[src/inc/mcs_pkg.sv]
// Constants, types and helpers shared by the motion card safety supervisor
package mcs_pkg;

	// -----------------------------------------------------------------
	// Clock and timing
	// -----------------------------------------------------------------
	localparam int unsigned CLK_MHZ       = 250;
	localparam int unsigned BLINK_HALF_MS = 250;
	localparam int unsigned BLINK_CYC     = BLINK_HALF_MS * CLK_MHZ * 1000;
	localparam int unsigned CAN_IDLE_MS   = 10;
	localparam int unsigned CAN_IDLE_CYC  = CAN_IDLE_MS * CLK_MHZ * 1000;
	localparam int unsigned NODE_DROP_US  = 1000;
	localparam int unsigned NODE_DROP_CYC = NODE_DROP_US * CLK_MHZ;

	// -----------------------------------------------------------------
	// Sizes
	// -----------------------------------------------------------------
	localparam int unsigned ADDR_W     = 8;
	localparam int unsigned DATA_W     = 32;
	localparam int unsigned NUM_JOINTS = 6;
	localparam int unsigned NUM_PWR    = 7;
	localparam int unsigned NUM_NODES  = 16;
	localparam int unsigned NUM_ESTOP  = 2;
	localparam int unsigned SW_STRIDE  = 3;
	localparam int unsigned SW_BITS    = NUM_JOINTS * SW_STRIDE;

	// -----------------------------------------------------------------
	// Register offsets
	// -----------------------------------------------------------------
	localparam logic [7:0] REG_CTRL    = 8'h00;
	localparam logic [7:0] REG_TIMEOUT = 8'h04;
	localparam logic [7:0] REG_STATUS  = 8'h08;
	localparam logic [7:0] REG_SW_TRUE = 8'h0C;
	localparam logic [7:0] REG_SW_INV  = 8'h10;
	localparam logic [7:0] REG_ESTOP   = 8'h14;
	localparam logic [7:0] REG_NODES   = 8'h18;

	// -----------------------------------------------------------------
	// Field positions and reset values
	// -----------------------------------------------------------------
	localparam int unsigned CTRL_WDOG_EN = 0;
	localparam int unsigned CTRL_PWR_REQ = 1;
	localparam int unsigned CTRL_RUN     = 2;
	localparam logic [2:0]  CTRL_RST     = 3'h0;
	localparam int unsigned ST_EXPIRED   = 0;
	localparam int unsigned ST_PWR_ON    = 1;
	localparam int unsigned ST_PWR_FAULT = 2;
	localparam int unsigned ST_PCI_ERR   = 3;
	localparam int unsigned ST_BOOTED    = 4;
	localparam int unsigned SW_LOW       = 0;
	localparam int unsigned SW_HIGH      = 1;
	localparam int unsigned SW_ORG       = 2;
	localparam int unsigned ESTOP_INV    = 2;
	localparam int unsigned NODES_DROP   = 16;
	localparam logic [31:0] TIMEOUT_RST  = 32'h0003_D090;

	// -----------------------------------------------------------------
	// Types
	// -----------------------------------------------------------------
	typedef enum logic [1:0] {
		WD_OFF = 2'b00,
		WD_RUN = 2'b01,
		WD_EXP = 2'b10
	} mcs_wd_t;

	typedef enum logic [1:0] {
		LED_OFF   = 2'b00,
		LED_ON    = 2'b01,
		LED_BLINK = 2'b10
	} mcs_led_t;

	// Lamp level from display mode and blink phase
	function automatic logic led_level(mcs_led_t mode, logic phase);
		return (mode == LED_ON) || ((mode == LED_BLINK) && phase);
	endfunction

endpackage

[src/core/mcs_node_track.sv]
// RS485 expander node presence tracker, one slot per node address
`timescale 1ns/10ps
module mcs_node_track #(
	parameter int unsigned DROP_CYC = mcs_pkg::NODE_DROP_CYC
) (
	// Clock and reset
	input  wire logic                           clk_sys_in,
	input  wire logic                           nrst_in,
	// Bus activity
	input  wire logic                           init_busy_in,
	input  wire logic [mcs_pkg::NUM_NODES-1:0]  answer_in,
	// Node state
	output logic      [mcs_pkg::NUM_NODES-1:0]  active_out,
	output logic      [mcs_pkg::NUM_NODES-1:0]  dropped_out
);

	logic [31:0] silent_ff [mcs_pkg::NUM_NODES];
	logic [mcs_pkg::NUM_NODES-1:0] active_ff;
	logic [mcs_pkg::NUM_NODES-1:0] dropped_ff;

	// ------------------------------------------------------------------
	// Per node recognition and drop
	// ------------------------------------------------------------------
	// Slot index is the node's four-bit address
	always_ff @(posedge clk_sys_in or negedge nrst_in) begin
		if (!nrst_in) begin
			active_ff  <= '0;
			dropped_ff <= '0;
			for (int i = 0; i < mcs_pkg::NUM_NODES; i++) begin
				silent_ff[i] <= 32'h0000_0000;
			end
		end else begin
			for (int i = 0; i < mcs_pkg::NUM_NODES; i++) begin
				if (answer_in[i]) begin
					silent_ff[i] <= 32'h0000_0000;
				end else if (active_ff[i]) begin
					silent_ff[i] <= silent_ff[i] + 32'h0000_0001;
				end
				// Any answering node joins during init
				if (init_busy_in && answer_in[i]) begin
					active_ff[i]  <= 1'b1;
					dropped_ff[i] <= 1'b0;
				end else if (active_ff[i] && !answer_in[i] &&
						silent_ff[i] >= DROP_CYC - 1) begin
					active_ff[i]  <= 1'b0;
					dropped_ff[i] <= 1'b1;
				end
			end
		end
	end

	assign active_out  = active_ff;
	assign dropped_out = dropped_ff;

endmodule // mcs_node_track

[src/core/mcs_supervisor.sv]
// Safety supervisor of the six-axis motion card: watchdog, switches, LEDs
`timescale 1ns/10ps
module mcs_supervisor #(
	parameter int unsigned BLINK_CYC     = mcs_pkg::BLINK_CYC,
	parameter int unsigned CAN_IDLE_CYC  = mcs_pkg::CAN_IDLE_CYC,
	parameter int unsigned NODE_DROP_CYC = mcs_pkg::NODE_DROP_CYC
) (
	// Clock and reset
	input  wire logic                              clk_sys_in,
	input  wire logic                              nrst_in,
	// Register port
	input  wire logic [mcs_pkg::ADDR_W-1:0]        addr_in,
	input  wire logic [mcs_pkg::DATA_W-1:0]        wdata_in,
	input  wire logic                              wr_in,
	input  wire logic                              rd_in,
	output logic      [mcs_pkg::DATA_W-1:0]        rdata_out,
	// Switch and fault inputs
	input  wire logic [mcs_pkg::NUM_JOINTS-1:0]    low_travel_limit_level_in,
	input  wire logic [mcs_pkg::NUM_JOINTS-1:0]    high_travel_limit_level_in,
	input  wire logic [mcs_pkg::NUM_JOINTS-1:0]    origin_switch_level_in,
	input  wire logic [mcs_pkg::NUM_ESTOP-1:0]     estop_level_in,
	input  wire logic                              pwr_fault_in,
	// Status sources
	input  wire logic                              pci_err_in,
	input  wire logic                              can_frame_in,
	input  wire logic                              can_buf_full_in,
	input  wire logic                              boot_done_in,
	input  wire logic                              node_init_busy_in,
	input  wire logic [mcs_pkg::NUM_NODES-1:0]     node_answer_in,
	// Power enables, axis 0..5 then CAN
	output logic      [mcs_pkg::NUM_PWR-1:0]       pwr_en_out,
	output logic                                   wdog_expired_out,
	// Lamps
	output logic                                   led_can_out,
	output logic                                   led_rs485_out,
	output logic                                   led_run_out,
	output logic                                   led_boot_out,
	output logic                                   led_err_out
);

	// ------------------------------------------------------------------
	// Declarations
	// ------------------------------------------------------------------
	logic [2:0]                       ctrl_ff;
	logic [31:0]                      timeout_ff;
	logic [31:0]                      wd_cnt_ff;
	logic [31:0]                      nxt_wd_cnt;
	mcs_pkg::mcs_wd_t                 wd_st_ff;
	mcs_pkg::mcs_wd_t                 nxt_wd_st;
	logic                             host_read_service;
	logic                             pci_err_ff;
	logic [mcs_pkg::SW_BITS-1:0]      sw_snap_ff;
	logic [mcs_pkg::SW_BITS-1:0]      nxt_sw_snap;
	logic [mcs_pkg::NUM_ESTOP-1:0]    estop_snap_ff;
	logic [mcs_pkg::NUM_PWR-1:0]      pwr_en_ff;
	logic                             expired_ff;
	logic [mcs_pkg::DATA_W-1:0]       rdata_ff;
	logic [mcs_pkg::DATA_W-1:0]       nxt_rdata;
	logic [31:0]                      blink_cnt_ff;
	logic                             blink_ff;
	logic [31:0]                      can_idle_ff;
	logic                             led_can_ff;
	logic                             led_rs485_ff;
	logic                             led_run_ff;
	logic                             led_boot_ff;
	logic                             led_err_ff;
	logic [mcs_pkg::NUM_NODES-1:0]    node_active;
	logic [mcs_pkg::NUM_NODES-1:0]    node_dropped;
	mcs_pkg::mcs_led_t                can_mode;
	mcs_pkg::mcs_led_t                rs485_mode;
	mcs_pkg::mcs_led_t                err_mode;
	mcs_pkg::mcs_led_t                run_mode;
	logic                             pwr_ok;

	// ------------------------------------------------------------------
	// Register writes
	// ------------------------------------------------------------------
	// Control and timeout registers
	always_ff @(posedge clk_sys_in or negedge nrst_in) begin
		if (!nrst_in) begin
			ctrl_ff    <= mcs_pkg::CTRL_RST;
			timeout_ff <= mcs_pkg::TIMEOUT_RST;
		end else if (wr_in) begin
			if (addr_in == mcs_pkg::REG_CTRL) begin
				ctrl_ff <= wdata_in[2:0];
			end
			if (addr_in == mcs_pkg::REG_TIMEOUT) begin
				timeout_ff <= wdata_in;
			end
		end
	end

	// Host bus error flag, a new error beats the clear
	always_ff @(posedge clk_sys_in or negedge nrst_in) begin
		if (!nrst_in) begin
			pci_err_ff <= 1'b0;
		end else if (pci_err_in) begin
			pci_err_ff <= 1'b1;
		end else if (wr_in && addr_in == mcs_pkg::REG_STATUS &&
				wdata_in[mcs_pkg::ST_PCI_ERR]) begin
			pci_err_ff <= 1'b0;
		end
	end

	// ------------------------------------------------------------------
	// Watchdog
	// ------------------------------------------------------------------
	// Reading the status word is the periodic service
	assign host_read_service = rd_in && (addr_in == mcs_pkg::REG_STATUS);

	// Next state and count
	always_comb begin
		nxt_wd_st  = wd_st_ff;
		nxt_wd_cnt = wd_cnt_ff;
		unique case (wd_st_ff)
			mcs_pkg::WD_OFF: begin
				nxt_wd_cnt = 32'h0000_0000;
				if (ctrl_ff[mcs_pkg::CTRL_WDOG_EN]) begin
					nxt_wd_st = mcs_pkg::WD_RUN;
				end
			end
			mcs_pkg::WD_RUN: begin
				if (!ctrl_ff[mcs_pkg::CTRL_WDOG_EN]) begin
					nxt_wd_st  = mcs_pkg::WD_OFF;
					nxt_wd_cnt = 32'h0000_0000;
				end else if (host_read_service) begin
					nxt_wd_cnt = 32'h0000_0000;
				end else if (wd_cnt_ff >= timeout_ff) begin
					nxt_wd_st = mcs_pkg::WD_EXP;
				end else begin
					nxt_wd_cnt = wd_cnt_ff + 32'h0000_0001;
				end
			end
			mcs_pkg::WD_EXP: begin
				// Held until software drops the enable
				if (!ctrl_ff[mcs_pkg::CTRL_WDOG_EN]) begin
					nxt_wd_st  = mcs_pkg::WD_OFF;
					nxt_wd_cnt = 32'h0000_0000;
				end
			end
			default: begin
				nxt_wd_st  = mcs_pkg::WD_OFF;
				nxt_wd_cnt = 32'h0000_0000;
			end
		endcase
	end

	// State registers
	always_ff @(posedge clk_sys_in or negedge nrst_in) begin
		if (!nrst_in) begin
			wd_st_ff  <= mcs_pkg::WD_OFF;
			wd_cnt_ff <= 32'h0000_0000;
		end else begin
			wd_st_ff  <= nxt_wd_st;
			wd_cnt_ff <= nxt_wd_cnt;
		end
	end

	// ------------------------------------------------------------------
	// Power enables
	// ------------------------------------------------------------------
	// Uses next state so overrun drops power on the same edge
	assign pwr_ok = ctrl_ff[mcs_pkg::CTRL_PWR_REQ] && !pwr_fault_in &&
		(nxt_wd_st != mcs_pkg::WD_EXP);

	always_ff @(posedge clk_sys_in or negedge nrst_in) begin
		if (!nrst_in) begin
			pwr_en_ff  <= '0;
			expired_ff <= 1'b0;
		end else begin
			pwr_en_ff  <= {mcs_pkg::NUM_PWR{pwr_ok}};
			expired_ff <= (nxt_wd_st == mcs_pkg::WD_EXP);
		end
	end

	// ------------------------------------------------------------------
	// Switch sampling
	// ------------------------------------------------------------------
	// Interleave low, high and origin per joint
	always_comb begin
		nxt_sw_snap = '0;
		for (int j = 0; j < mcs_pkg::NUM_JOINTS; j++) begin
			nxt_sw_snap[j*mcs_pkg::SW_STRIDE + mcs_pkg::SW_LOW] =
				low_travel_limit_level_in[j];
			nxt_sw_snap[j*mcs_pkg::SW_STRIDE + mcs_pkg::SW_HIGH] =
				high_travel_limit_level_in[j];
			nxt_sw_snap[j*mcs_pkg::SW_STRIDE + mcs_pkg::SW_ORG] =
				origin_switch_level_in[j];
		end
	end

	// Snapshot taken at every service read
	always_ff @(posedge clk_sys_in or negedge nrst_in) begin
		if (!nrst_in) begin
			sw_snap_ff    <= '0;
			estop_snap_ff <= '0;
		end else if (host_read_service) begin
			sw_snap_ff    <= nxt_sw_snap;
			estop_snap_ff <= estop_level_in;
		end
	end

	// ------------------------------------------------------------------
	// Read data
	// ------------------------------------------------------------------
	// Unmapped addresses and idle cycles read zero
	always_comb begin
		nxt_rdata = '0;
		if (rd_in) begin
			unique case (addr_in)
				mcs_pkg::REG_CTRL: nxt_rdata[2:0] = ctrl_ff;
				mcs_pkg::REG_TIMEOUT: nxt_rdata = timeout_ff;
				mcs_pkg::REG_STATUS: begin
					nxt_rdata[mcs_pkg::ST_EXPIRED]   = expired_ff;
					nxt_rdata[mcs_pkg::ST_PWR_ON]    = pwr_en_ff[0];
					nxt_rdata[mcs_pkg::ST_PWR_FAULT] = pwr_fault_in;
					nxt_rdata[mcs_pkg::ST_PCI_ERR]   = pci_err_ff;
					nxt_rdata[mcs_pkg::ST_BOOTED]    = led_boot_ff;
				end
				mcs_pkg::REG_SW_TRUE:
					nxt_rdata[mcs_pkg::SW_BITS-1:0] = sw_snap_ff;
				mcs_pkg::REG_SW_INV:
					nxt_rdata[mcs_pkg::SW_BITS-1:0] = ~sw_snap_ff;
				mcs_pkg::REG_ESTOP: begin
					nxt_rdata[1:0] = estop_snap_ff;
					nxt_rdata[mcs_pkg::ESTOP_INV +: 2] = ~estop_snap_ff;
				end
				mcs_pkg::REG_NODES: begin
					nxt_rdata[15:0] = node_active;
					nxt_rdata[mcs_pkg::NODES_DROP +: 16] = node_dropped;
				end
				default: nxt_rdata = '0;
			endcase
		end
	end

	always_ff @(posedge clk_sys_in or negedge nrst_in) begin
		if (!nrst_in) begin
			rdata_ff <= '0;
		end else begin
			rdata_ff <= nxt_rdata;
		end
	end

	// ------------------------------------------------------------------
	// RS485 nodes
	// ------------------------------------------------------------------
	// Presence and drop per node address
	mcs_node_track #(
		.DROP_CYC     (NODE_DROP_CYC)
	) u_nodes (
		.clk_sys_in   (clk_sys_in),
		.nrst_in      (nrst_in),
		.init_busy_in (node_init_busy_in),
		.answer_in    (node_answer_in),
		.active_out   (node_active),
		.dropped_out  (node_dropped)
	);

	// ------------------------------------------------------------------
	// Lamps
	// ------------------------------------------------------------------
	// Common blink phase
	always_ff @(posedge clk_sys_in or negedge nrst_in) begin
		if (!nrst_in) begin
			blink_cnt_ff <= 32'h0000_0000;
			blink_ff     <= 1'b0;
		end else if (blink_cnt_ff >= BLINK_CYC - 1) begin
			blink_cnt_ff <= 32'h0000_0000;
			blink_ff     <= !blink_ff;
		end else begin
			blink_cnt_ff <= blink_cnt_ff + 32'h0000_0001;
		end
	end

	// CAN traffic window, retriggered by each frame
	always_ff @(posedge clk_sys_in or negedge nrst_in) begin
		if (!nrst_in) begin
			can_idle_ff <= 32'h0000_0000;
		end else if (can_frame_in) begin
			can_idle_ff <= CAN_IDLE_CYC;
		end else if (can_idle_ff != 32'h0000_0000) begin
			can_idle_ff <= can_idle_ff - 32'h0000_0001;
		end
	end

	// Display modes per lamp
	always_comb begin
		can_mode = mcs_pkg::LED_OFF;
		if (can_buf_full_in) begin
			can_mode = mcs_pkg::LED_ON;
		end else if (can_idle_ff != 32'h0000_0000) begin
			can_mode = mcs_pkg::LED_BLINK;
		end
		rs485_mode = mcs_pkg::LED_OFF;
		if (|node_dropped) begin
			rs485_mode = mcs_pkg::LED_OFF;
		end else if (node_init_busy_in) begin
			rs485_mode = mcs_pkg::LED_BLINK;
		end else if (|node_active) begin
			rs485_mode = mcs_pkg::LED_ON;
		end
		err_mode = mcs_pkg::LED_OFF;
		if (wd_st_ff == mcs_pkg::WD_EXP) begin
			err_mode = mcs_pkg::LED_ON;
		end else if (pci_err_ff) begin
			err_mode = mcs_pkg::LED_BLINK;
		end
		run_mode = ctrl_ff[mcs_pkg::CTRL_RUN] ? mcs_pkg::LED_BLINK :
			mcs_pkg::LED_OFF;
	end

	// Lamp flops
	always_ff @(posedge clk_sys_in or negedge nrst_in) begin
		if (!nrst_in) begin
			led_can_ff   <= 1'b0;
			led_rs485_ff <= 1'b0;
			led_run_ff   <= 1'b0;
			led_boot_ff  <= 1'b0;
			led_err_ff   <= 1'b0;
		end else begin
			led_can_ff   <= mcs_pkg::led_level(can_mode, blink_ff);
			led_rs485_ff <= mcs_pkg::led_level(rs485_mode, blink_ff);
			led_run_ff   <= mcs_pkg::led_level(run_mode, blink_ff);
			led_boot_ff  <= boot_done_in;
			led_err_ff   <= mcs_pkg::led_level(err_mode, blink_ff);
		end
	end

	// Outputs
	assign rdata_out        = rdata_ff;
	assign pwr_en_out       = pwr_en_ff;
	assign wdog_expired_out = expired_ff;
	assign led_can_out      = led_can_ff;
	assign led_rs485_out    = led_rs485_ff;
	assign led_run_out      = led_run_ff;
	assign led_boot_out     = led_boot_ff;
	assign led_err_out      = led_err_ff;
endmodule // mcs_supervisor

[config.mk]
export PLATFORM = sky130hd
export DESIGN_NAME = mcs_supervisor
export DESIGN_NICKNAME = d
export VERILOG_FILES = /design/src/inc/mcs_pkg.sv /design/src/core/mcs_node_track.sv /design/src/core/mcs_supervisor.sv
export SDC_FILE = /design/constraint.sdc
export NUM_CORES = 2
export LEC_CHECK = 0
export ABC_AREA = 1
export BUFFER_PORTS_ARGS = -buffer_cell sky130_fd_sc_hd__buf_2
export CAP_MARGIN = 20
export CORE_UTILIZATION = 31
export DETAILED_ROUTE_END_ITERATION = 10
export PLACE_DENSITY = 0.49
export SETUP_SLACK_MARGIN = 0.4
export SLEW_MARGIN = 20
export SYNTH_ARGS = -nofsm -noshare
export SYNTH_HDL_FRONTEND = slang
export SYNTH_SLANG_ARGS = --single-unit
[constraint.sdc]
create_clock -name clk_sys_in -period 2.55 [get_ports clk_sys_in]
set_input_delay 0.1275 -clock clk_sys_in [delete_from_list [all_inputs] [get_ports clk_sys_in]]
set_output_delay 0.1275 -clock clk_sys_in [all_outputs]
set_load 0.1 [all_outputs]
# Word-level counts from Yosys, hierarchy flattened

Index checks and enable logic that the tools add are counted.

$add $sub $neg: 19
Magnitude comparators: 18
Eq/ne operators: 20
Multiplexer cells: 126
Bitwise gates (word level): 2
Reductions and logical operators: 121

Operators by type and width:

| cell                                                                | count |
|---|---|
| 2-to-1 mux 32 bit                                                   | 40 |
| adder 32 x 1 -> 32 bit, second input constant                       | 18 |
| greater-or-equal comparator 32 x 18 -> 1 bit, second input constant | 16 |
| nonzero test 2 bit                                                  | 34 |
| 2-to-1 mux 1 bit                                                    | 67 |
| one-hot mux 32 bit (2 select lines)                                 | 1 |
| logical AND 1 bit                                                   | 57 |
| one-hot mux 13 bit (4 select lines)                                 | 1 |
| greater-or-equal comparator 32 x 26 -> 1 bit, second input constant | 1 |
| greater-or-equal comparator 32 bit                                  | 1 |
| nonzero test 32 bit                                                 | 1 |
| OR reduction 16 bit                                                 | 2 |
| subtractor 32 x 1 -> 32 bit, second input constant                  | 1 |
| one-hot mux 14 bit (2 select lines)                                 | 1 |
| equality test 8 x 5 -> 1 bit, second input constant                 | 3 |
| 2-to-1 mux 2 bit                                                    | 12 |
| one-hot mux 3 bit (7 select lines)                                  | 1 |
| zero test 1 bit                                                     | 18 |
| inverter 18 bit                                                     | 1 |
| equality test 8 x 4 -> 1 bit, second input constant                 | 2 |
| equality test 2 bit, second input constant                          | 6 |
| equality test 2 x 1 -> 1 bit, second input constant                 | 5 |
| equality test 8 x 3 -> 1 bit, second input constant                 | 1 |
| zero test 8 bit                                                     | 1 |
| 9 further kinds                                                     | 15 |

Flip-flop bits (word level): 738
Input port bits: 86
Output and inout bits: 45
Logic and storage cells: 372

# Longest topological paths before layout

Depth after elaboration: 7
Gate-level depth with buffers: 18
Depth with buffers taken out: 17

# Modules after synthesis

Synthesis repeated with hierarchy kept, for this count alone.

Cells, all modules: 6649
Area total of the unflattened synthesis: 45237.1 sq um

By module, submodules not included:

| module         | instances | cells each | area an instance (sq um) | seq. area each (sq um) |
|---|---|---|---|---|
| mcs_node_track | 1         | 5294       | 34460.6                  | 13613.1 |
| mcs_supervisor | 1         | 1355       | 10776.6                  | 4863.4 |

# Least setup slack after synthesis

Ideal clock, no wire load.

Path kind: register to register
From: register timeout_ff[15]
To: register wd_cnt_ff[22]
Library setup time: 66 ps
Data arrival time: 1910 ps
Path slack: 574 ps
Cell stages (with the launch flop): 16
Buffers on the path: 1
Period minus slack after synthesis: 1976 ps
Cells stage by stage: dfstp_2 -> inv_1 -> ha_1 -> nand2_1 -> nor2_1 -> nand2_1 -> nor2_1 -> nor2_1 -> nand2_1 -> nand2_1 -> nand2_1 -> nand3_2 -> nand2_2 -> buf_2 -> nand2_1 -> nand2_1

Longest elaborated chain between the ends: 3

RTL lines:

| what                                 | line                  | RTL |
|---|---|---|
| start, declared                      | mcs_supervisor.sv:45  | `logic [31:0] timeout_ff;` |
| start signal, assigned               | mcs_supervisor.sv:82  | `timeout_ff <= mcs_pkg::TIMEOUT_RST;` |
| start signal, assigned               | mcs_supervisor.sv:88  | `timeout_ff <= wdata_in;` |
| greater-or-equal comparator 32 bit   | mcs_supervisor.sv:128 | `end else if (wd_cnt_ff >= timeout_ff) begin` |
| != test 4 bit (no source line)       | -                     |  |
| AND reduction 2 bit (no source line) | -                     |  |
| end signal, assigned                 | mcs_supervisor.sv:155 | `wd_cnt_ff <= nxt_wd_cnt;` |
| end, declared                        | mcs_supervisor.sv:46  | `logic [31:0] wd_cnt_ff;` |

Every way passes these cells.
A chain may end at the register's enable or synchronous reset.

# Worst setup path in the final report

From: register wd_cnt_ff[23]
To: register wd_cnt_ff[26]

Longest elaborated chain between the ends: 5
Elaborated cells between the ends (all ways): 8
Those cells by class: 1 x add/sub; 1 x order compare; 1 x eq/ne; 4 x mux; 1 x reduce/logical

RTL lines:

| what                                | line                  | RTL |
|---|---|---|
| adder 32 x 1 -> 32 bit              | mcs_supervisor.sv:131 | `nxt_wd_cnt = wd_cnt_ff + 32'h0000_0001;` |
| 2-to-1 mux 32 bit                   | mcs_supervisor.sv:128 |  |
| 2-to-1 mux 32 bit                   | mcs_supervisor.sv:126 | `end else if (host_read_service) begin` |
| 2-to-1 mux 32 bit                   | mcs_supervisor.sv:123 | `if (!ctrl_ff[mcs_pkg::CTRL_WDOG_EN]) begin` |
| one-hot mux 32 bit (2 select lines) | mcs_supervisor.sv:115 | `unique case (wd_st_ff)` |

Several ways; a longest one is shown, not always the timed one. The select of a mux whose other input is x is not followed.

==> summary.txt <==
Critical path
  • R2r worst-path depth: 13
  • Worst r2r src: wd_cnt_ff[23]
  • Worst path required time: 3170 ps
  • Nature of the critical path endpoint: register
  • Critical path class: reg -> reg
  • CP Launch Type: register
  • FF-to-FF setup slack: 300 ps
  • End point of the critical path: wd_cnt_ff[26]
  • Worst r2r dst: wd_cnt_ff[26]
  • Maximum fanout along the worst path: 7
  • Worst setup startpoint: wd_cnt_ff[23]
  • WP data arrival: 2870 ps

Timing
  • Minimum clock period after layout: 2250 ps
  • Final-report hold violation count: 0
  • Fmax: 0.444 GHz
  • Count of pins over their slew limit: 0
  • Setup violators final: 0
  • Setup TNS: 0 ps
  • Final period util: 0.882
  • Measured slew at the worst slew-check pin: ~840 ps
  • Slew headroom: 0.438
  • Post-layout worst setup margin: 300 ps
  • RSZ-0062 raised after global routing: yes
  • Worst Clk Skew: between 20 and 30 ps

Global route
  • Largest net degree at the start of global routing: 80
  • GR Overflow Total: 0
  • Vias in the first global route: 37,300
  • First-pass GRT wire length: 206,000 µm
  • Initial antenna violation count: 14
  • Gr usage total: 0.187

Routing
  • Routed vias: 38,700
  • Vias/cell: just under 5
  • Antenna viol nets, final: 0
  • Final wirelength: 128,000 µm
  • First DRT Iteration DRCs: about 3,000
  • Wire length per cell: 16.4 µm
  • DRC Markers: 0
  • DR pass1 iterations: 6

Finish
  • Post-Layout Cell Count: approximately 7,800
  • Fin nets: a little over 6,000
  • Syn-to-layout area delta: 19.8%
  • Layout Utilization: 0.374
  • Fill count: between 10,000 and 15,000
  • Share of cells above drive strength 1: 0.110
  • Final non-filler cell area: 49,900 µm²

Placed design
  • Placed cell area: 44,700 µm²
  • Post-Place Setup Slack: around 260 ps
  • IO buf count: 130
  • Cells after DPL: 7,505
  • Final GP Congestion: between 0.8 and 0.9
  • Dpl hpwl: ~95,000 µm

Yosys
  • Main combinational cell family by area after synthesis: simple AND/OR/NAND/NOR gates
  • Seq/Total Area, Yosys: 0.444
  • Top_reg_cell synth: dfrtp_1
  • Post-synth EDFFs: 0
  • Mapped Cells: 5,641
  • Asr flop ratio synth: 1.00
  • Yosys top cell area share: 0.440
  • Post-Synthesis Cell Area: 41,600 µm²
  • Yosys warnings: 0
  • Syn Area/Cell: 7.38 µm²
  • Synthesis-stage register bit count: 738
  • Area leader, netlist: dfrtp_1
  • Area contributors post-synth: dfrtp_1 (44%), nand2_1 (11%), inv_1 (6.8%)
  • Synth Area in Simple Gates: 0.326
  • Mux cell area share after synthesis: 0.00541
  • Compound-cell area share of the yosys netlist: 0.110
  • Post-synthesis adder-cell area fraction: 0.0153
  • Count of cell types in the netlist: between 60 and 70
  • Xor and xnor area share after synthesis: 0.0168

Clocking
  • TritonCTS Buffers: between 90 and 100
  • Clk pin slew, worst setup/hold paths: around 60 ps
  • Bufs on Longest Clock Path: 3
  • H-tree depth: 3
  • Later-pin clock latency in the skew report: 700 ps
  • CTS tree: done
  • Root buf cell: clkbuf_16
  • CTS sink cnt: about 740

Worst hold path
  • Hold Path Class: in -> reg
  • Worst Hold Depth: 3

Die
  • FP Rows: 134
  • Die H: 368 µm
  • Die ar.: between 100,000 and 150,000 µm²
  • Core region area: 133,000 µm²
  • IO Pins: 131
  • Die W: 368 µm
  • Initial Util: 0.312

Power
  • Clock share of power: 0.494
  • Net switching power: 0.00698 W
  • Sequential share of power: 0.441
  • Pwr per Cell Area: about 560 nW/µm²
  • Max rail drop VDD: 0.496 mV
  • Internal power: 0.0210 W
  • Net Sw Frac: 0.249
  • P_leak: ~22 nW
  • Comb pwr share: 0.065

Status
  • Outcome: finished clean

Flow run
  • Max_cap viols: 0
## cell usage after synthesis, types with 7 or more instances
master and number:
nor3_2 13, nor2_4 8, buf_4 12, nor4_1 88, dfrtp_1 731, o21ai_0 304
o21a_1 19, a211oi_1 37, nor3b_1 22, a22o_1 11, nor2_1 693, a31oi_1 13
xnor2_1 26, xor2_1 54, or2_2 18, inv_2 12, nand3_1 366, o31ai_1 15
a221oi_1 16, buf_2 21, o22ai_1 18, and3_1 7, nand2_1 1198, o21ai_1 8
dfstp_2 7, mux2_1 19, clkbuf_1 77, nand4_1 258, nor3_1 286, nor2_2 33
ha_1 51, a21oi_1 377, nand2_2 10, inv_1 756
## state kept, by name (all words and copies together) (netlist names), 2 cells and up
signal	count
blink_cnt_ff	32
u_nodes.dropped_out	16
wd_cnt_ff	32
can_idle_ff	32
rdata_out	32
timeout_ff	32
u_nodes.active_out	16
wd_st_ff	2
ctrl_ff	3
estop_snap_ff	2
u_nodes.silent_ff	512
sw_snap_ff	18
## cell families (layout without fill, tap and decap cells)
family                     Yosys count  in the layout
buffers and inverters              886           1273
AOI/OAI and AO/OA                  839            839
adders and majority gates           51             51
muxes                               20             20
DFF                                738            738
and+or+nand+nor                   3026           3026
other                                1             11
xor gates and xnor gates            80             80
## per-layer routing
layer	share of wire	vias to the layer above	routed length (µm)	GRT usage
met3	0.068	163	8730	0.0437
li1	-	19500	-	-
met2	0.41	815	51900	0.266
met5	0.00065	-	83	0
met4	0.024	14	3020	0.0544
met1	0.50	18200	64100	0.278
## cells in the final DEF (no fill, tap or decap), drive strengths merged, types with 9 or more instances in the layout
cell,instances
o21a,19
a31oi,13
nor2,734
dfrtp,731
mux2,20
a211oi,37
inv,770
nand2,1208
dlygate4sd3,90
o21ai,313
nor4,89
o22ai,18
clkinvlp,9
ha,51
nor3,303
nand3,370
buf,244
xor2,54
or2,21
o31ai,15
a21oi,377
nand4,260
xnor2,26
bufinv,13
a22o,11
nor3b,23
clkbuf,120
clkinv,27
a221oi,16
## power by group through the flow
| stage | clock, W | sequential, W | combinational [W] |
|---|---|---|---|
| global placement | 0 | 0.0125 | 0.00157 |
| detailed placement | 0 | 0.0125 | 0.00158 |
| floorplan | 0 | 0.0126 | 0.000734 |
| CTS | 0.0143 | 0.0123 | 0.00172 |
| finish | 0.0138 | 0.0123 | 0.00183 |
| global route | 0.0148 | 0.0124 | 0.00205 |
## worst max-delay path, cell delays in order (launching register included)
cell and delay, ps:
dfrtp_1 460, ha_1 330, nand2_1 80, nor2_1 220, nand4_1 110, nor2_1 150
nand2_1 80, nand2_1 110, nand3_2 130, nand2_4 120, buf_12 130, clkbuf_16 160
nand2_2 40, nand2_1 60
## worst min-delay path by stage
stage                            end  slack [ps]               from
3_3_place_gp   u_nodes.silent_ff[81]         120            nrst_in
2_1_floorplan        blink_cnt_ff[0]        -170            nrst_in
6_report       u_nodes.active_out[1]          70  node_init_busy_in
3_5_place_dp   u_nodes.silent_ff[81]         120            nrst_in
4_1_cts        u_nodes.active_out[1]           8  node_init_busy_in
5_1_grt        u_nodes.active_out[1]          50  node_init_busy_in
## cell type report
type                            count  area (µm²)  share of cell area
Multi-Input combinational cell   4022       20400               0.408
Tap cell                         1768        2210              0.0444
Sequential cell                   738       18500               0.371
Antenna cell                        5        12.5            0.000251
Clock inverter                     48         629              0.0126
Clock buffer                      117        2550              0.0511
Timing Repair Buffer              337        2710              0.0543
Inverter                          771        2900              0.0581
## through the flow
stage / power, W / hold WS (ps)
5_1_grt: 0.0292 / 52.2
3_3_place_gp: 0.0141 / 123
3_5_place_dp: 0.0141 / 119
2_1_floorplan: 0.0133 / -168
4_1_cts: 0.0284 / 7.80
6_report: 0.0280 / 68.0
## what timing repair did
item	4_1_cts	5_1_grt
resized for setup	12	181
endpoints found under the hold margin	863	0
pin swaps	8	51
setup buffers	5	33
setup endpoints to repair	40	164
gates cloned	1	2
hold buffers	90	0
(Power assumes the default switching activity.)
